## src/iob_params.svh

```systemverilog
`ifndef IOB_PARAMS_SVH
`define IOB_PARAMS_SVH

// ----------------------------------------
// Clock and bus timing
// ----------------------------------------
`define IOB_CLK_NS 20
`define IOB_CEIL(ns) (((ns) + `IOB_CLK_NS - 1) / `IOB_CLK_NS)
`define IOB_T_IND_NS 400
`define IOB_T_TEST_NS 2900
`define IOB_T_STRB_NS 3100
`define IOB_STRB_LEN_NS 800
`define IOB_T_END_NS 5200
`define IOB_STALL_MIN_NS 500
`define IOB_IND_CYC `IOB_CEIL(`IOB_T_IND_NS)
`define IOB_TEST_CYC `IOB_CEIL(`IOB_T_TEST_NS)
`define IOB_STRB_CYC `IOB_CEIL(`IOB_T_STRB_NS)
`define IOB_STRB_LEN_CYC `IOB_CEIL(`IOB_STRB_LEN_NS)
`define IOB_END_CYC `IOB_CEIL(`IOB_T_END_NS)

// ----------------------------------------
// Widths, sizes and reset values
// ----------------------------------------
`define IOB_DW 12
`define IOB_AW 6
`define IOB_FIFO_DEPTH 16
`define IOB_LOAD_ADDR 6'h01
`define IOB_ACC_RST 12'h000
`endif

```

## src/iob_pkg.sv

```systemverilog
package iob_pkg;
  // Command codes on the core-side request port
  typedef enum logic [2:0] {
    IOB_OP_CTRL = 3'h0,
    IOB_OP_OUT = 3'h1,
    IOB_OP_IN = 3'h2,
    IOB_OP_SKIP = 3'h3,
    IOB_OP_MASK = 3'h4,
    IOB_OP_STALL = 3'h5
  } iob_op_type;

  // Sequencer states, one-hot
  typedef enum logic [3:0] {
    IOB_IDLE = 4'h1,
    IOB_RUN = 4'h2,
    IOB_WAIT = 4'h4,
    IOB_DONE = 4'h8
  } iob_state_type;
endpackage

```

## src/iob_fifo.sv

```systemverilog
`include "iob_params.svh"
module iob_fifo #(
  parameter int Width = `IOB_DW + 2,
  parameter int Depth = `IOB_FIFO_DEPTH
) (
  input wire logic ref_clk,
  input wire logic rst_n,
  input wire logic inValid,
  output logic inReady,
  input wire logic [Width-1:0] inData,
  output logic outValid,
  input wire logic outReady,
  output logic [Width-1:0] outData
);
  localparam int PtrW = $clog2(Depth);

  // ----------------------------------------
  // Elaboration check
  // ----------------------------------------
  if (Depth < 2 || (1 << PtrW) != Depth || Width < 1) begin : gBad
    $error("iob_fifo: depth must be a power of two");
  end

  logic [Width-1:0] mem_q [Depth]; // Storage, no reset needed
  logic [PtrW-1:0] wrPtr_q; // Next slot to fill
  logic [PtrW-1:0] rdPtr_q; // Next slot to drain
  logic [PtrW:0] count_q; // Words held in storage
  logic outValid_q; // Output register holds a word
  logic [Width-1:0] outData_q; // Registered read data
  logic push;
  logic pop;

  // Full counts the output register too, so Depth words at most
  assign inReady =
    (count_q + (PtrW + 1)'(outValid_q)) != (PtrW + 1)'(Depth);
  assign push = inValid && inReady;
  assign pop = (count_q != '0) && (!outValid_q || outReady);
  assign outValid = outValid_q;
  assign outData = outData_q;

  // Storage write
  always_ff @(posedge ref_clk) begin
    if (push) begin
      mem_q[wrPtr_q] <= inData;
    end
  end

  // Pointers and fill level
  always_ff @(posedge ref_clk) begin
    if (!rst_n) begin
      wrPtr_q <= '0;
      rdPtr_q <= '0;
      count_q <= '0;
    end else begin
      if (push) begin
        wrPtr_q <= wrPtr_q + 1'b1;
      end
      if (pop) begin
        rdPtr_q <= rdPtr_q + 1'b1;
      end
      case ({push, pop})
        2'b10: count_q <= count_q + 1'b1;
        2'b01: count_q <= count_q - 1'b1;
        default: count_q <= count_q;
      endcase
    end
  end

  // Read data register, drained by the consumer
  always_ff @(posedge ref_clk) begin
    if (!rst_n) begin
      outValid_q <= 1'b0;
      outData_q <= '0;
    end else if (pop) begin
      outValid_q <= 1'b1;
      outData_q <= mem_q[rdPtr_q];
    end else if (outReady) begin
      outValid_q <= 1'b0;
    end
  end
endmodule

```

## src/iob_bus_ctrl.sv

```systemverilog
`include "iob_params.svh"
module iob_bus_ctrl
  import iob_pkg::*;
#(
  parameter int DataW = `IOB_DW,
  parameter int FifoDepth = `IOB_FIFO_DEPTH,
  parameter logic [`IOB_AW-1:0] LoadAddr = `IOB_LOAD_ADDR
) (
  input wire logic ref_clk,
  input wire logic rst_n,
  // Core-side command port
  input wire logic cmdValid,
  output logic cmdReady,
  input wire logic [2:0] cmdOp,
  input wire logic [`IOB_AW-1:0] cmdAddr,
  input wire logic [DataW-1:0] cmdAcc,
  // Hardware load request and its bus indication
  input wire logic loadReq,
  output logic loadActive_n,
  // Result stream through the FIFO
  output logic resValid,
  input wire logic resReady,
  output logic [DataW-1:0] resData,
  output logic resSkip,
  output logic resLoad,
  output logic busy,
  // Party-line bus pins, active low except ioDataOe
  input wire logic [DataW-1:0] ioDataIn_n,
  output logic [DataW-1:0] ioDataOut_n,
  output logic ioDataOe,
  output logic [`IOB_AW-1:0] ioAddr_n,
  output logic outXferInd_n,
  output logic inXferInd_n,
  output logic ctrlPulseInd_n,
  output logic skipTestInd_n,
  output logic setMaskInd_n,
  output logic xferStrobe_n,
  input wire logic readyTest_n,
  input wire logic stallIn_n
);
  // ----------------------------------------
  // Timing points within one bus instruction
  // ----------------------------------------
  localparam int PhW = $clog2(`IOB_END_CYC + 1);
  localparam logic [PhW-1:0] IndC = PhW'(`IOB_IND_CYC);
  localparam logic [PhW-1:0] TestC = PhW'(`IOB_TEST_CYC);
  localparam logic [PhW-1:0] StrbC = PhW'(`IOB_STRB_CYC);
  localparam logic [PhW-1:0] StrbE =
    PhW'(`IOB_STRB_CYC + `IOB_STRB_LEN_CYC);
  localparam logic [PhW-1:0] EndC = PhW'(`IOB_END_CYC - 1);
  localparam int ResW = DataW + 2;

  // ----------------------------------------
  // Elaboration checks
  // ----------------------------------------
  if (DataW < 1 || DataW > `IOB_DW) begin : gBadW
    $error("iob_bus_ctrl: data width out of range");
  end
  if (`IOB_STRB_CYC + `IOB_STRB_LEN_CYC > `IOB_END_CYC) begin : gBadT
    $error("iob_bus_ctrl: strobe runs past instruction end");
  end
  if (`IOB_TEST_CYC >= `IOB_STRB_CYC) begin : gBadS
    $error("iob_bus_ctrl: ready test must precede strobe");
  end

  // True when the command tests a peripheral ready response
  function automatic logic isTested(input iob_op_type op);
    return op == IOB_OP_OUT || op == IOB_OP_IN || op == IOB_OP_SKIP;
  endfunction

  // True when the command drives the accumulator outward
  function automatic logic isOutward(input iob_op_type op);
    return op == IOB_OP_CTRL || op == IOB_OP_MASK || op == IOB_OP_OUT;
  endfunction

  // ----------------------------------------
  // Pin synchronisers
  // ----------------------------------------
  logic [DataW-1:0] dataMeta_q; // First stage, read by second only
  logic [DataW-1:0] dataSync_q; // Settled data lines
  logic rdyMeta_q;
  logic rdySync_q; // Settled ready test, low is asserted
  logic stlMeta_q;
  logic stlSync_q; // Settled stall input, low is asserted

  // Two flops on every input arriving from the cable
  always_ff @(posedge ref_clk) begin
    if (!rst_n) begin
      dataMeta_q <= '1;
      dataSync_q <= '1;
      rdyMeta_q <= 1'b1;
      rdySync_q <= 1'b1;
      stlMeta_q <= 1'b1;
      stlSync_q <= 1'b1;
    end else begin
      dataMeta_q <= ioDataIn_n;
      dataSync_q <= dataMeta_q;
      rdyMeta_q <= readyTest_n;
      rdySync_q <= rdyMeta_q;
      stlMeta_q <= stallIn_n;
      stlSync_q <= stlMeta_q;
    end
  end

  // ----------------------------------------
  // Sequencer state
  // ----------------------------------------
  iob_state_type state_q; // Sequencer state
  iob_op_type op_q; // Command in progress
  logic [`IOB_AW-1:0] addr_q; // Instruction address field
  logic [DataW-1:0] acc_q; // Working accumulator copy
  logic loadMode_q; // Current cycle is a load transfer
  logic testHit_q; // Peripheral answered ready
  logic [PhW-1:0] phase_q; // Cycle within the instruction
  logic fifoInReady;
  logic fifoInValid;
  logic start;
  logic startLoad;
  logic indWin;
  logic strbWin;
  logic strbOn;

  // Load requests take priority over program commands
  assign startLoad = state_q == IOB_IDLE && loadReq && fifoInReady;
  // Start only with FIFO space, so back-pressure halts commands
  assign cmdReady = state_q == IOB_IDLE && !loadReq && fifoInReady;
  assign start = startLoad || (cmdValid && cmdReady);
  assign busy = state_q != IOB_IDLE;
  assign fifoInValid = state_q == IOB_DONE;

  // Instruction windows decoded from the phase count
  assign indWin = state_q == IOB_RUN && phase_q >= IndC;
  assign strbWin = state_q == IOB_RUN && phase_q >= StrbC &&
    phase_q < StrbE;
  // Strobe is unconditional for control and mask only
  assign strbOn = strbWin && (!isTested(op_q) || testHit_q);

  // State transitions
  always_ff @(posedge ref_clk) begin
    if (!rst_n) begin
      state_q <= IOB_IDLE;
    end else begin
      case (state_q)
        IOB_IDLE: begin
          if (startLoad) begin
            state_q <= IOB_RUN;
          end else if (start) begin
            case (iob_op_type'(cmdOp))
              IOB_OP_STALL: state_q <= IOB_WAIT;
              IOB_OP_CTRL, IOB_OP_OUT, IOB_OP_IN,
              IOB_OP_SKIP, IOB_OP_MASK: state_q <= IOB_RUN;
              // Unknown code: finish at once, no bus activity
              default: state_q <= IOB_DONE;
            endcase
          end
        end
        IOB_RUN: begin
          // Fixed length for every bus command
          if (phase_q == EndC) begin
            state_q <= IOB_DONE;
          end
        end
        IOB_WAIT: begin
          // Already-low stall line means no stop at all
          if (!stlSync_q) begin
            state_q <= IOB_DONE;
          end
        end
        IOB_DONE: begin
          if (fifoInReady) begin
            state_q <= IOB_IDLE;
          end
        end
        default: state_q <= IOB_IDLE;
      endcase
    end
  end

  // Phase counter within the instruction
  always_ff @(posedge ref_clk) begin
    if (!rst_n) begin
      phase_q <= '0;
    end else if (state_q == IOB_RUN) begin
      phase_q <= phase_q + 1'b1;
    end else begin
      phase_q <= '0;
    end
  end

  // Command capture
  always_ff @(posedge ref_clk) begin
    if (!rst_n) begin
      op_q <= IOB_OP_CTRL;
      addr_q <= '0;
      loadMode_q <= 1'b0;
    end else if (startLoad) begin
      // Load transfers are always inward
      op_q <= IOB_OP_IN;
      addr_q <= LoadAddr;
      loadMode_q <= 1'b1;
    end else if (start) begin
      op_q <= iob_op_type'(cmdOp);
      addr_q <= cmdAddr;
      loadMode_q <= 1'b0;
    end
  end

  // Ready test sampled once, late enough for slow peripherals
  always_ff @(posedge ref_clk) begin
    if (!rst_n) begin
      testHit_q <= 1'b0;
    end else if (start) begin
      testHit_q <= 1'b0;
    end else if (state_q == IOB_RUN && phase_q == TestC &&
                 isTested(op_q)) begin
      testHit_q <= !rdySync_q;
    end
  end

  // Accumulator copy: outward value or inward capture
  always_ff @(posedge ref_clk) begin
    if (!rst_n) begin
      acc_q <= DataW'(`IOB_ACC_RST);
    end else if (start) begin
      // Input clears first, whether ready or not
      if (startLoad || iob_op_type'(cmdOp) == IOB_OP_IN) begin
        acc_q <= DataW'(`IOB_ACC_RST);
      end else begin
        acc_q <= cmdAcc;
      end
    end else if (state_q == IOB_RUN && op_q == IOB_OP_IN &&
                 testHit_q && phase_q == StrbE - 1'b1) begin
      // Low line means a one in that bit
      acc_q <= ~dataSync_q;
    end
  end

  // ----------------------------------------
  // Bus pin drivers, all registered
  // ----------------------------------------

  // Address and data lines, inverted since low is asserted
  always_ff @(posedge ref_clk) begin
    if (!rst_n) begin
      ioAddr_n <= '1;
      ioDataOut_n <= '1;
      ioDataOe <= 1'b0;
    end else if (state_q == IOB_RUN) begin
      // Line one carries instruction bit one
      ioAddr_n <= ~addr_q;
      ioDataOut_n <= ~acc_q;
      // Unready output drives but never strobes: no transfer
      ioDataOe <= isOutward(op_q);
    end else begin
      // Released between instructions for the peripherals
      ioAddr_n <= '1;
      ioDataOut_n <= '1;
      ioDataOe <= 1'b0;
    end
  end

  // Instruction indicator lines, one per instruction type
  always_ff @(posedge ref_clk) begin
    if (!rst_n) begin
      outXferInd_n <= 1'b1;
      inXferInd_n <= 1'b1;
      ctrlPulseInd_n <= 1'b1;
      skipTestInd_n <= 1'b1;
      setMaskInd_n <= 1'b1;
    end else begin
      outXferInd_n <= !(indWin && op_q == IOB_OP_OUT);
      inXferInd_n <= !(indWin && op_q == IOB_OP_IN);
      skipTestInd_n <= !(indWin && op_q == IOB_OP_SKIP);
      // Mask command pulses the control line with the strobe
      ctrlPulseInd_n <= !((indWin && op_q == IOB_OP_CTRL) ||
        (strbWin && op_q == IOB_OP_MASK));
      setMaskInd_n <= !(indWin && op_q == IOB_OP_MASK);
    end
  end

  // Strobe and load indication
  always_ff @(posedge ref_clk) begin
    if (!rst_n) begin
      xferStrobe_n <= 1'b1;
      loadActive_n <= 1'b1;
    end else begin
      xferStrobe_n <= !strbOn;
      // Held through the whole load cycle
      loadActive_n <= !(loadMode_q && state_q != IOB_IDLE);
    end
  end

  // ----------------------------------------
  // Result FIFO
  // ----------------------------------------
  logic [ResW-1:0] fifoOut;
  logic resultSkip;

  // Skip only for a tested command whose peripheral answered
  assign resultSkip = isTested(op_q) && testHit_q;

  // Results queue up; a slow consumer stalls new commands
  iob_fifo #(
    .Width(ResW),
    .Depth(FifoDepth)
  ) uFifo (
    .ref_clk(ref_clk),
    .rst_n(rst_n),
    .inValid(fifoInValid),
    .inReady(fifoInReady),
    .inData({loadMode_q, resultSkip, acc_q}),
    .outValid(resValid),
    .outReady(resReady),
    .outData(fifoOut)
  );

  assign resData = fifoOut[DataW-1:0];
  assign resSkip = fifoOut[DataW];
  assign resLoad = fifoOut[DataW+1];
endmodule

```

## config.mk

```make
export PLATFORM = sky130hd
export DESIGN_NAME = iob_bus_ctrl
export DESIGN_NICKNAME = d
export VERILOG_FILES = /design/src/iob_pkg.sv /design/src/iob_fifo.sv /design/src/iob_bus_ctrl.sv
export VERILOG_INCLUDE_DIRS = /design/src /design/src/src
export SDC_FILE = /design/constraint.sdc
export NUM_CORES = 1
export LEC_CHECK = 0
export CORE_MARGIN = 2
export CORE_UTILIZATION = 28
export CTS_BUF_LIST = sky130_fd_sc_hd__clkbuf_8 sky130_fd_sc_hd__clkbuf_16
export DETAILED_ROUTE_END_ITERATION = 6
export DONT_BUFFER_PORTS = 1
export PLACE_DENSITY = 0.38
export SYNTH_ARGS = -nofsm -noshare
export SYNTH_HDL_FRONTEND = slang
export SYNTH_SLANG_ARGS = --single-unit
```

## constraint.sdc

```tcl
create_clock -name ref_clk -period 6.6 [get_ports ref_clk]
set_input_delay 0.33 -clock ref_clk [delete_from_list [all_inputs] [get_ports ref_clk]]
set_output_delay 0.33 -clock ref_clk [all_outputs]
set_load 0.02 [all_outputs]
```

==> summary.txt <==
Setup path
  – Cell with the biggest individual delay on the critical path: sky130_fd_sc_hd__dfxtp_1
  – Reg-to-Reg Start: uFifo.outValid$_SDFFE_PN0P_
  – Worst r2r dst: uFifo.count_q[4]$_SDFFE_PN0P_
  – Critical path endpoint category: flop
  – Buffering stage count on the worst path with inverters included: 1
  – Crit path depth: 13
  – Arrival time at the worst endpoint: 4.05 ns
  – Critical Path Start Type: flop
  – Count of cells along the worst register-to-register path: 13
  – Slack of the worst reg-to-reg path: 3.02 ns
  – Critical path's most frequent cell: sky130_fd_sc_hd__ha_1
  – WP data required: 7.07 ns
  – Crit path max-delay family: compound AO/OA/AOI/OAI gates
  – Crit path kind: reg2reg
  – Critical path startpoint: uFifo.outValid$_SDFFE_PN0P_
  – Largest stage delay on the critical path: 0.39 ns
  – Series of cell instances along the critical path: ha_1 -> ha_1 -> or3_1 -> a211o_1 -> o21a_1 -> inv_1 -> ha_1 -> ha_1 -> a21o_1 -> a21oi_1 -> xor2_1 -> or3_1 -> a21boi_0
  – Max FO, Critical Path: 9

Detailed routing
  – DRT iter0 DRCs: 457
  – Number of iterations in the first detailed-routing pass: 4
  – Routed vias/inst: 4.70
  – Total vias in the final route: 7,089
  – Residual antenna-violating net count after detailed routing: 0
  – Average wire per standard cell: 21.4 um
  – Post-detailed-route DRC marker count: 0
  – Detailed-route wire length: 32,300 um

Placed design
  – Worst slack, placed: 3.01 ns
  – Cell total after placement: 1,398
  – Port Buffer Count: 0
  – Routability-driven placement congestion ratio: 0.743
  – Post-placement cell area: 0.0137 sq mm
  – Post-DP HPWL: 20,000 um

Timing
  – Post-route setup TNS: 0 ns
  – Final Slew Violations: 0
  – Worst-margin pin slew: 1.36 ns
  – Crit path time final: 3.58 ns
  – Worst-case headroom to the max-slew limit: 8.90%
  – Final clock period utilization by the worst path: 54.3%
  – Maximum clock frequency: 279 MHz
  – RSZ-0062 raised after global routing: false
  – Final setup fails: 0
  – Worst path setup slack after routing: 3.02 ns
  – Final hold viol count: 0
  – Clock skew: 0.0101 ns

Clocking
  – CTS tree: built
  – Number of H-tree branching levels: 2
  – # Post-CTS Setup Buffers: 0
  – Clock transition at path regs: 0.06 ns
  – TritonCTS Sinks: 342
  – Clk Latency, worst-skew pair: 0.55 ns
  – Number of buffers inserted by hold repair at cts: 38
  – Number of buffers inserted during clock tree synthesis: 39
  – Number of gates given a new drive strength after cts: 0
  – Number of buffers on the longest clock path: 3
  – Root buffer selected by CTS: sky130_fd_sc_hd__clkbuf_16

Logic synthesis
  – Post-synth net total: 880
  – Mean Syn Cell Area: 15.7 sq um
  – Number of enable flip-flop cells after synthesis: 224
  – Largest cells by area after synthesis: sky130_fd_sc_hd__edfxtp_1, sky130_fd_sc_hd__dfxtp_1, sky130_fd_sc_hd__mux4_2
  – Share of the synthesized area in the top cell type: 52.0%
  – Most area-hungry cell type in the Yosys netlist: sky130_fd_sc_hd__edfxtp_1
  – Count of state elements after synthesis: 342
  – Most instantiated flip-flop cell in the synthesis netlist: sky130_fd_sc_hd__edfxtp_1
  – Syn Inst Count: 824
  – Post-synth ARST share: 0%
  – Area of the mapped netlist: 0.0129 sq mm
  – Number of distinct standard cells referenced by the synthesized netlist: 60
  – Total number of yosys warnings: 0
  – Seq/Total Area, Yosys: 70.2%

Hold path
  – Hold Path Stages: 3
  – Hold path startpoint: cmdValid
  – Hold-critical path endpoint: state_q[1]$_SDFFE_PN0P_
  – Class of the most critical hold timing path: in2reg

Floorplan
  – Std cell rows: 78
  – Area of the core: 0.0455 sq mm
  – Initial Util: 28.4%
  – Overall die area: 0.0479 sq mm
  – Die Height: 219 um
  – Die boundary width: 219 um
  – Ports: 83

Power and ir drop
  – Power per cell area: 415 mW/mm^2
  – Leak Pwr: 5.09 nW
  – Peak ir drop on the vdd network: 227 uV

Cells and area
  – Post-route design area: 0.0154 sq mm
  – Layout Area Growth over Synthesis: 18.9%
  – FILL cells: 4,443
  – Net count reported at finish: 933
  – Fraction of final layout cells sized beyond drive strength 1: 17.1%
  – Fraction of the core area covered by cells at the end of the flow: 33.8%
  – Count of non-filler cells in the finished layout: 1,509

Global routing
  – All-layer global routing usage: 13.9%
  – Number of antenna violations at the first check in global routing: 1
  – Aggregate global routing overflow: 0
  – Wire length of the first global-routing pass: 48,600 um
  – Vias in the first global route: 7,435
  – Largest net degree at the start of global routing: 86

Run
  – Max-cap violations: 0

Outcome
  – Run status: finished clean
-- how the worst max path moves through the flow --
stage / to
6_report: uFifo.count_q[4]$_SDFFE_PN0P_
5_1_grt: uFifo.count_q[4]$_SDFFE_PN0P_
4_1_cts: uFifo.count_q[4]$_SDFFE_PN0P_
3_5_place_dp: uFifo.count_q[4]$_SDFFE_PN0P_
3_3_place_gp: uFifo.count_q[4]$_SDFFE_PN0P_
2_1_floorplan: uFifo.count_q[4]$_SDFFE_PN0P_
-- stage by stage --
step	hold WS, ns	power [mW]
floorplan	0.355	3.74
global placement	0.363	4.19
detailed placement	0.370	4.22
CTS	0.0113	6.49
global route	0.0242	6.70
finish	0.0441	6.38
-- cell usage after synthesis (12+ instances only) --
library cell / n
sky130_fd_sc_hd__dfxtp_1: 118
sky130_fd_sc_hd__nor2_1: 53
sky130_fd_sc_hd__a22oi_1: 19
sky130_fd_sc_hd__nor2b_1: 14
sky130_fd_sc_hd__o22ai_1: 14
sky130_fd_sc_hd__nand2b_1: 32
sky130_fd_sc_hd__a22o_1: 14
sky130_fd_sc_hd__o21ai_1: 12
sky130_fd_sc_hd__clkbuf_1: 30
sky130_fd_sc_hd__edfxtp_1: 224
sky130_fd_sc_hd__a221oi_1: 14
sky130_fd_sc_hd__ha_1: 15
sky130_fd_sc_hd__mux4_2: 56
sky130_fd_sc_hd__nand2_1: 64
sky130_fd_sc_hd__o21ai_0: 13
-- report_power, final --
| group | total [mW] | switching (mW) | internal, mW |
|---|---|---|---|
| combinational | 1.12 | 0.599 | 0.518 |
| sequential | 3.04 | 0.468 | 2.58 |
| clock | 2.21 | 0.868 | 1.35 |
| total | 6.38 | 1.94 | 4.44 |
-- cells by family (layout without fill, tap and decap cells) --
family	Yosys count	in the layout	share of synthesized area [%]
buffers and inverters	56	140	1.94
flip-flops	342	342	70.2
multiplexers	59	59	9.98
adder cells (fa/ha/maj)	16	16	1.61
AO/OA/AOI/OAI	117	117	6.46
other	0	1	0
XOR/XNOR	18	18	1.22
AND/OR/NAND/NOR	216	216	8.55
-- worst reg2reg max path, stage by stage, from the launching register on --
cell	delay [ns]
sky130_fd_sc_hd__dfxtp_1	0.39
sky130_fd_sc_hd__ha_1	0.26
sky130_fd_sc_hd__ha_1	0.20
sky130_fd_sc_hd__or3_1	0.31
sky130_fd_sc_hd__a211o_1	0.37
sky130_fd_sc_hd__o21a_1	0.35
sky130_fd_sc_hd__inv_1	0.13
sky130_fd_sc_hd__ha_1	0.28
sky130_fd_sc_hd__ha_1	0.31
sky130_fd_sc_hd__a21o_1	0.17
sky130_fd_sc_hd__a21oi_1	0.18
sky130_fd_sc_hd__xor2_1	0.11
sky130_fd_sc_hd__or3_1	0.31
sky130_fd_sc_hd__a21boi_0	0.16
-- sequential cells by signal, summed over array words and instances (netlist names), 9 cells and up --
signal / cells
ioDataOut_n: 12
acc_q: 12
uFifo.mem_q: 224
dataSync_q: 12
dataMeta_q: 12
uFifo.outData: 14
phase_q: 9
-- per-layer routing --
layer	global-route usage, %	share of wire (%)	vias up
li1	-	-	3247
met1	18.1	44	3639
met2	22.7	47	159
met3	3.34	6.3	44
met4	4.39	2.3	0
met5	0	0	-
-- cells in the final DEF, fill, tap and decap left out, types with 19 or more instances in the layout --
master / netlist / routed
sky130_fd_sc_hd__mux4_2: 56 / 56
sky130_fd_sc_hd__nor2_1: 53 / 52
sky130_fd_sc_hd__clkbuf_16: 0 / 40
sky130_fd_sc_hd__nand2_1: 64 / 64
sky130_fd_sc_hd__nand2b_1: 32 / 32
sky130_fd_sc_hd__a22oi_1: 19 / 19
sky130_fd_sc_hd__buf_4: 3 / 19
sky130_fd_sc_hd__edfxtp_1: 224 / 224
sky130_fd_sc_hd__dfxtp_1: 118 / 116
sky130_fd_sc_hd__dlygate4sd3_1: 0 / 37
-- final cells by class --
class                      count  area, sq um  share of cell area, %
sequential                   342         9100                   59.1
multi-input combinational    426         3620                   23.5
clock buffer                  44         1060                   6.87
tap                          600          751                   4.88
timing repair buffer          57          541                   3.51
clock inverter                28          270                   1.76
inverter                      11         41.3                  0.268
antenna                        1         2.50                 0.0163
Note: power is estimated with default switching activity, not from simulation.
